`src/common/tx_mod_pkg.sv`:
```
// Package: offsets, fields and reset values of the per-port transmit modification registers
`default_nettype none
package tx_mod_pkg;
	localparam int addr_width = 12;
	localparam int data_width = 32;
	localparam int port_count = 3;
	localparam int port_sel_width = 2;
	localparam int bank_sel_width = 3;
	localparam logic [bank_sel_width-1:0] port_bank = 3'h2;
	localparam logic [addr_width-1:0] off_modify_ctrl = 12'h164;
	localparam logic [addr_width-1:0] off_modify_ctrl2 = 12'h168;
	// Bank and port select register (offset is a local choice)
	localparam logic [addr_width-1:0] off_bank_port_sel = 12'h100;
	localparam int bank_sel_lsb = 0;
	localparam int port_sel_lsb = 8;
	localparam int clr_rsvd_bit = 31;
	localparam int suppress_bit = 30;
	localparam int turnaround_bit = 29;
	localparam int sync_insert_bit = 28;
	localparam int rsvd_off_msb = 27;
	localparam int rsvd_off_lsb = 22;
	localparam int sec_off_msb = 21;
	localparam int sec_off_lsb = 16;
	localparam int type_en_msb = 15;
	localparam int checksum_bit = 0;
	localparam logic [5:0] rsvd_off_reset = 6'h10;
	localparam logic [5:0] sec_off_reset = 6'h05;
	localparam logic [15:0] type_en_reset = 16'h000f;
	localparam logic [data_width-1:0] modify_ctrl_reset =
		{4'h0, rsvd_off_reset, sec_off_reset, type_en_reset};
	localparam logic [3:0] msg_type_sync = 4'h0;
	localparam logic [3:0] msg_type_peer_resp = 4'h3;
endpackage
`default_nettype wire

```
`src/rtl/port_cfg_mem.sv`:
```
// Per-port register storage with registered read data
`timescale 1ns/1ps
`default_nettype none
module port_cfg_mem #(
	parameter int depth = 3,
	parameter int width = 32,
	parameter logic [31:0] reset_value = 32'h0000_0000
) (
	// Clock and reset
	input wire logic i_clk,
	input wire logic i_reset,
	// Write port
	input wire logic i_we,
	input wire logic [$clog2(depth)-1:0] i_waddr,
	input wire logic [width-1:0] i_wdata,
	// Read port
	input wire logic [$clog2(depth)-1:0] i_raddr,
	output logic [width-1:0] o_rdata,
	// Full contents for the datapath
	output logic [depth*width-1:0] o_all
);
	logic [width-1:0] mem [depth];
	always_ff @(posedge i_clk or posedge i_reset)
	begin
		if (i_reset)
		begin
			for (int i = 0; i < depth; i++)
				mem[i] <= reset_value[width-1:0];
			o_rdata <= '0;
		end
		else
		begin
			if (i_we && (int'(i_waddr) < depth))
				mem[i_waddr] <= i_wdata;
			o_rdata <= (int'(i_raddr) < depth) ? mem[i_raddr] : '0;
		end
	end
	always_comb
	begin
		for (int i = 0; i < depth; i++)
			o_all[i*width +: width] = mem[i];
	end
endmodule
`default_nettype wire

```
`src/rtl/ptp_tx_message_modify_config.sv`:
```
// Per-port transmit timing-message modification registers and frame decisions
//
// Functional notes
// - Bit 31: zero four reserved bytes if modified
// - Bit 30: no egress stamp after correction edit
// - Bit 29: add turnaround to host peer responses
// - Bit 28: egress time into host sync
// - Bits 27:22 locate the four reserved bytes
// - Bits 21:16 locate ingress seconds, reset 5
// - Bits 15:0 enable correction edit per type
// - Second register bit 0 clears UDP checksum on turnaround or sync insert
// - Bank 2, port-selected before access
`timescale 1ns/1ps
`default_nettype none
module ptp_tx_message_modify_config
	import tx_mod_pkg::*;
#(
	parameter int ports = tx_mod_pkg::port_count
) (
	// Clock and reset
	input wire logic i_clk,
	input wire logic i_reset,
	// Register port
	input wire logic [tx_mod_pkg::addr_width-1:0] i_addr,
	input wire logic [tx_mod_pkg::data_width-1:0] i_wdata,
	input wire logic i_write,
	input wire logic i_read,
	output logic [tx_mod_pkg::data_width-1:0] o_rdata,
	// Timing engine state
	input wire logic i_engine_enable,
	// Frame under transmission
	input wire logic i_frame_valid,
	input wire logic [tx_mod_pkg::port_sel_width-1:0] i_frame_port,
	input wire logic [3:0] i_frame_msg_type,
	input wire logic i_frame_host_sent,
	input wire logic i_frame_is_udp_ipv4,
	// Per-frame decisions, registered one cycle after i_frame_valid; o_engine_busy follows i_engine_enable unregistered
	output logic o_dec_valid,
	output logic o_cf_edit,
	output logic o_clear_rsvd,
	output logic [5:0] o_rsvd_offset,
	output logic [5:0] o_sec_offset,
	output logic o_suppress_stamp,
	output logic o_turnaround_insert,
	output logic o_sync_insert,
	output logic o_clear_checksum,
	output logic o_engine_busy
);
	import tx_mod_pkg::*;

	localparam int pw = $clog2(ports);

	logic [bank_sel_width-1:0] bank_sel;
	logic [port_sel_width-1:0] port_sel;
	logic [ports-1:0] chk_clear;
	logic read_d;
	logic [1:0] read_src;
	logic [data_width-1:0] ctrl_rdata;
	logic [ports*data_width-1:0] ctrl_all;

	// Port numbers beyond the last port select nothing
	function automatic logic port_in_range(input logic [port_sel_width-1:0] p);
		return int'(p) < ports;
	endfunction

	// Register decode; control registers within the selected bank, select register in any bank
	wire in_bank = (bank_sel == port_bank);
	wire port_ok = port_in_range(port_sel);
	wire hit_ctrl = in_bank && port_ok && (i_addr == off_modify_ctrl);
	wire hit_ctrl2 = in_bank && port_ok && (i_addr == off_modify_ctrl2);
	wire hit_sel = (i_addr == off_bank_port_sel);
	wire wr_ctrl = i_write && hit_ctrl;
	wire wr_ctrl2 = i_write && hit_ctrl2;
	wire wr_sel = i_write && hit_sel;
	wire [pw-1:0] port_idx = pw'(port_sel);

	port_cfg_mem #(
		.depth(ports),
		.width(data_width),
		.reset_value(modify_ctrl_reset)
	) u_ctrl_mem (
		.i_clk(i_clk),
		.i_reset(i_reset),
		.i_we(wr_ctrl),
		.i_waddr(port_idx),
		.i_wdata(i_wdata),
		.i_raddr(port_idx),
		.o_rdata(ctrl_rdata),
		.o_all(ctrl_all)
	);

	// Bank and port select
	always_ff @(posedge i_clk or posedge i_reset)
	begin
		if (i_reset)
		begin
			bank_sel <= '0;
			port_sel <= '0;
		end
		else if (wr_sel)
		begin
			bank_sel <= i_wdata[bank_sel_lsb +: bank_sel_width];
			port_sel <= i_wdata[port_sel_lsb +: port_sel_width];
		end
	end

	// Only bit 0 stored in second register
	always_ff @(posedge i_clk or posedge i_reset)
	begin
		if (i_reset)
			chk_clear <= '0;
		else if (wr_ctrl2)
			chk_clear[port_idx] <= i_wdata[checksum_bit];
	end

	// Read source captured with the strobe, data muxed next cycle
	always_ff @(posedge i_clk or posedge i_reset)
	begin
		if (i_reset)
		begin
			read_d <= 1'h0;
			read_src <= 2'h0;
		end
		else
		begin
			read_d <= i_read;
			read_src <= hit_ctrl ? 2'h1 : hit_ctrl2 ? 2'h2 : hit_sel ? 2'h3 : 2'h0;
		end
	end

	logic [data_width-1:0] sel_word;
	logic [data_width-1:0] ctrl2_word;
	always_ff @(posedge i_clk or posedge i_reset)
	begin
		if (i_reset)
		begin
			sel_word <= '0;
			ctrl2_word <= '0;
		end
		else
		begin
			// Port field at bits 9:8, bank at bits 2:0
			sel_word <= data_width'({6'h00, port_sel, 5'h00, bank_sel});
			ctrl2_word <= data_width'(port_ok ? chk_clear[port_idx] : 1'h0);
		end
	end

	// Unmapped reads and reads outside the window return zero
	always_comb
	begin
		o_rdata = '0;
		if (read_d)
		begin
			case (read_src)
				2'h1: o_rdata = ctrl_rdata;
				2'h2: o_rdata = ctrl2_word;
				2'h3: o_rdata = sel_word;
				default: o_rdata = '0;
			endcase
		end
	end

	// Datapath view of the frame's port settings
	wire frame_port_ok = port_in_range(i_frame_port);
	wire [pw-1:0] fport = pw'(i_frame_port);
	wire [data_width-1:0] fctrl = frame_port_ok ? ctrl_all[fport*data_width +: data_width] : '0;
	wire fchk = frame_port_ok ? chk_clear[fport] : 1'h0;

	wire cf_edit = fctrl[i_frame_msg_type];
	wire ta_ins = fctrl[turnaround_bit] && i_frame_host_sent
		&& (i_frame_msg_type == msg_type_peer_resp);
	wire sync_ins = fctrl[sync_insert_bit] && i_frame_host_sent
		&& (i_frame_msg_type == msg_type_sync);
	wire modified = cf_edit || ta_ins || sync_ins;

	always_ff @(posedge i_clk or posedge i_reset)
	begin
		if (i_reset)
		begin
			o_dec_valid <= 1'h0;
			o_cf_edit <= 1'h0;
			o_clear_rsvd <= 1'h0;
			o_rsvd_offset <= rsvd_off_reset;
			o_sec_offset <= sec_off_reset;
			o_suppress_stamp <= 1'h0;
			o_turnaround_insert <= 1'h0;
			o_sync_insert <= 1'h0;
			o_clear_checksum <= 1'h0;
		end
		else
		begin
			o_dec_valid <= i_frame_valid;
			o_cf_edit <= i_frame_valid && cf_edit;
			o_clear_rsvd <= i_frame_valid && fctrl[clr_rsvd_bit] && modified;
			o_rsvd_offset <= fctrl[rsvd_off_msb:rsvd_off_lsb];
			o_sec_offset <= fctrl[sec_off_msb:sec_off_lsb];
			o_suppress_stamp <= i_frame_valid && fctrl[suppress_bit] && cf_edit;
			o_turnaround_insert <= i_frame_valid && ta_ins;
			o_sync_insert <= i_frame_valid && sync_ins;
			o_clear_checksum <= i_frame_valid && fchk && i_frame_is_udp_ipv4
				&& (ta_ins || sync_ins);
		end
	end

	// Engine state shown; static fields are the host's duty
	assign o_engine_busy = i_engine_enable;
endmodule
`default_nettype wire

```
`config.mk`:
```
export PLATFORM = sky130hd
export DESIGN_NAME = ptp_tx_message_modify_config
export DESIGN_NICKNAME = d
export VERILOG_FILES = /design/src/common/tx_mod_pkg.sv /design/src/rtl/port_cfg_mem.sv /design/src/rtl/ptp_tx_message_modify_config.sv
export SDC_FILE = /design/constraint.sdc
export NUM_CORES = 1
export LEC_CHECK = 0
export BUFFER_PORTS_ARGS = -buffer_cell sky130_fd_sc_hd__buf_4
export CAP_MARGIN = 20
export CORE_MARGIN = 2
export CORE_UTILIZATION = 52
export DETAILED_ROUTE_END_ITERATION = 6
export PLACE_DENSITY = 0.77
export RECOVER_POWER = 100
export SLEW_MARGIN = 20
export SYNTH_ARGS = -nofsm -noshare
export SYNTH_HDL_FRONTEND = slang
export SYNTH_SLANG_ARGS = --single-unit
export TNS_END_PERCENT = 30
```
`constraint.sdc`:
```
create_clock -name i_clk -period 4.39 [get_ports i_clk]
set_input_delay 0.2195 -clock i_clk [delete_from_list [all_inputs] [get_ports i_clk]]
set_output_delay 0.2195 -clock i_clk [all_outputs]
set_load 0.01 [all_outputs]
```
==> qor.txt <==
Reg-to-Reg End = u_ctrl_mem.o_all[68]$_DFFE_PP0P_
total power per unit cell area = 370 mW/mm²
data arrival time of the worst path = 3.70 ns
Cell Rows = 43
DRC violations left = 0
top layer in use = met4
required time of the critical path = 4.70 ns
Die Span X = 124 µm
normalized max-slew margin = -62.4%
Avg Synthesized Cell Area = 12.9 µm²
max capacitance violation total = 3
reported leakage power = 4.09 nW
global route total overflow = 0
WL met2 = 8.60 mm
final layout net count = 738
core region area = 0.0140 mm²
largest clock skew in the final design = 0.00566 ns
detailed-route wire length = 17.0 mm
count of endpoints failing setup in the final report = 0
first-pass GRT wire length = 26.9 mm
WS Path Type = flop to flop
maximum vdd ir drop = 0.000226 V
Ys Warns = 0
EDFF count, synth = 0
global placer's final weighted congestion = 0.830
clk_lat worst skew = 0.43 ns
number of buffers added by the clock tree synthesis step = 17
WL met1 = 7.27 mm
number of cells on the worst reg-to-reg path = 5
status = finished, violations left
Max Transition Viols Final = 99
Vert. Die Dim = 124 µm
worst hold path stage count = 2
failing checks = max-capacitance violations, max-slew violations
crit end category = flop
total via count in the routed design = 4,890
diodes inserted = 0
count of buffers from port buffering = 107
post-layout minimum cycle time = 3.39 ns
Detail Placement HPWL = 10.4 mm
Avg WL per Cell = 19.5 µm
ratio of cells with drive above 1 in the final layout = 33.2%
final number of hold-violating endpoints = 0
Hold Path Origin = i_wdata[6]
setup slack on the worst flop-to-flop path = 1.00 ns
terminating pin of the worst hold path = u_ctrl_mem.o_all[6]$_DFFE_PP0P_
total negative setup slack = 0 ns
routed wl met3 = 843 µm
post-synthesis instance area = 0.00750 mm²
Area growth, synth to finish = 18.4%
worst hold slack across all endpoints = 0.0271 ns
critical path startpoint category = flop
count of TritonRoute iterations in the first routing pass = 4
net count of the mapped netlist = 637
number of levels in the clock H-tree = 4
I/O pin total = 110
top flip-flop cell by instance count after synthesis = sky130_fd_sc_hd__dfrtp_1
antenna-violating nets left = 0
Root Buffer = sky130_fd_sc_hd__clkbuf_16
vias in the first global route = 5,192
total die area = 0.0154 mm²
maximum count of clock buffers along a single path = 2
via count normalized by instance count = 5.60
pin count of the biggest net entering global routing = 165
Non-Filler Instances = 873
initial core utilization = 53.6%
Iter 0 DRT Violations = 349
Fmax = 295 MHz
TritonCTS clock tree = yes
beginning of the critical path = bank_sel[2]$_DFFE_PP0P_
clock slew seen by the registers of the worst setup and hold paths = 0.06 ns
Synth cell types = 42
initial antenna violation count = 0
Mapped Cells = 579
Placed Cells = 836
ys async rst share = 100%
Worst R2R Start = bank_sel[2]$_DFFE_PP0P_
worst hold path class = input port to flop
flop and latch count out of synthesis = 164
count of clock tree sinks = 164
sequential area share after synthesis = 55.1%
Worst Max-Slew Pin Slew = 2.44 ns
setup repair after global routing missed its margin = no
Max Fanout on Critical Path = 32
final period utilization = 77.1%
global routing usage summed across all routing layers = 23.4%
-- metrics by stage --
| stage | instance area (µm²) | total power [mW] | util, % | setup WS [ns] |
|---|---|---|---|---|
| floorplan | 7500 | 1.60 | - | 2.11 |
| global placement | 8400 | 1.67 | 60.1 | 1.54 |
| detailed placement | 8400 | 1.68 | 60.1 | 1.49 |
| CTS | 9100 | 3.30 | 65.1 | 1.47 |
| global route | 8870 | 3.38 | 63.4 | 0.832 |
| finish | 8870 | 3.28 | 63.4 | 1.00 |
-- cell type report --
| type | instances | area (µm²) |
|---|---|---|
| clock buffer | 22 | 494 |
| clock inverter | 10 | 166 |
| fill | 1100 | 5110 |
| inverter | 5 | 20.0 |
| multi-input combinational | 374 | 3030 |
| sequential | 164 | 4140 |
| tap | 180 | 225 |
| timing repair buffer | 118 | 805 |
-- placed cells by master, fill, tap and decap left out, drive strengths merged, types with 2 or more instances in the layout --
master,count
nand3b,2
mux2,107
mux2i,63
nor3,7
dlygate4sd3,4
bufinv,4
o21ai,46
buf,81
or3,3
a21oi,8
nor3b,2
nor2b,3
nor2,16
dfstp,24
clkinvlp,3
clkbuf,55
inv,7
and2,28
dfrtp,140
a31oi,2
nand2b,6
o311ai,2
o22ai,3
nand2,54
mux4,7
-- worst max-delay path, stage by stage, from the launching register on --
cell,delay (ns)
sky130_fd_sc_hd__dfrtp_1,0.41
sky130_fd_sc_hd__nor3b_1,0.25
sky130_fd_sc_hd__nand4_1,0.16
sky130_fd_sc_hd__or4_1,0.55
sky130_fd_sc_hd__nor2_2,1.43
sky130_fd_sc_hd__mux2_2,0.45
-- registers in the layout, indices dropped and copies added (netlist names), 2 cells and up --
register            cells
sel_word                5
o_rsvd_offset           6
u_ctrl_mem.o_all       96
port_idx                2
o_sec_offset            6
u_ctrl_mem.o_rdata     32
bank_sel                3
read_src                2
chk_clear               3
-- cells by family after synthesis --
| family | after synthesis | share of synthesized area [%] |
|---|---|---|
| multiplexers | 177 | 28.1 |
| flip-flops | 164 | 55.1 |
| AND/OR/NAND/NOR | 129 | 8.71 |
| AO/OA/AOI/OAI | 68 | 5.06 |
| buffers and inverters | 41 | 2.99 |
-- synth_stat cells, drive strengths merged (2+ instances only) --
master,instances,area share (%)
a21oi,8,0.53
a31oi,2,0.17
and2,28,2.3
buf,20,1.9
clkbuf,16,0.80
dfrtp,140,47
dfstp,24,8.4
inv,5,0.25
mux2,107,18
mux2i,63,8.4
mux4,7,2.1
nand2,54,2.7
nand2b,6,0.50
nand3b,2,0.20
nor2,16,0.80
nor2b,3,0.25
nor3,7,0.47
nor3b,2,0.20
o21ai,46,3.1
o22ai,3,0.25
o311ai,2,0.23
or3,3,0.25
-- worst max-delay path by stage --
stage	endpoint	slack [ns]	cells past startpoint
global route	u_ctrl_mem.o_all[74]$_DFFE_PP0P_	0.83	5
floorplan	bank_sel[0]$_DFFE_PP0P_	2.11	1
CTS	u_ctrl_mem.o_all[11]$_DFFE_PP0P_	1.47	5
global placement	u_ctrl_mem.o_all[17]$_DFFE_PP0P_	1.54	6
detailed placement	u_ctrl_mem.o_all[11]$_DFFE_PP0P_	1.49	5
finish	u_ctrl_mem.o_all[68]$_DFFE_PP0P_	1.00	5
-- per-layer routing --
| layer | up-vias | global-route usage (%) |
|---|---|---|
| met3 | 24 | 5.22 |
| met1 | 2505 | 30.0 |
| met2 | 126 | 39.1 |
| met5 | - | 0 |
| met4 | 0 | 8.64 |
| li1 | 2235 | - |
-- where the power goes --
group	leakage, nW	switching (mW)	internal [mW]	total [mW]
sequential	2.20	0.000664	1.51	1.52
combinational	1.58	0.0805	0.0532	0.134
clock	0.320	0.602	1.03	1.64
-- repair_timing --
item / CTS / global route
endpoints found under the hold margin: 4 / 0
buffers inserted: 0 / 0
gates resized for setup: 0 / 0
hold buffers: 4 / 0
Power figures use the tool's default switching activity.
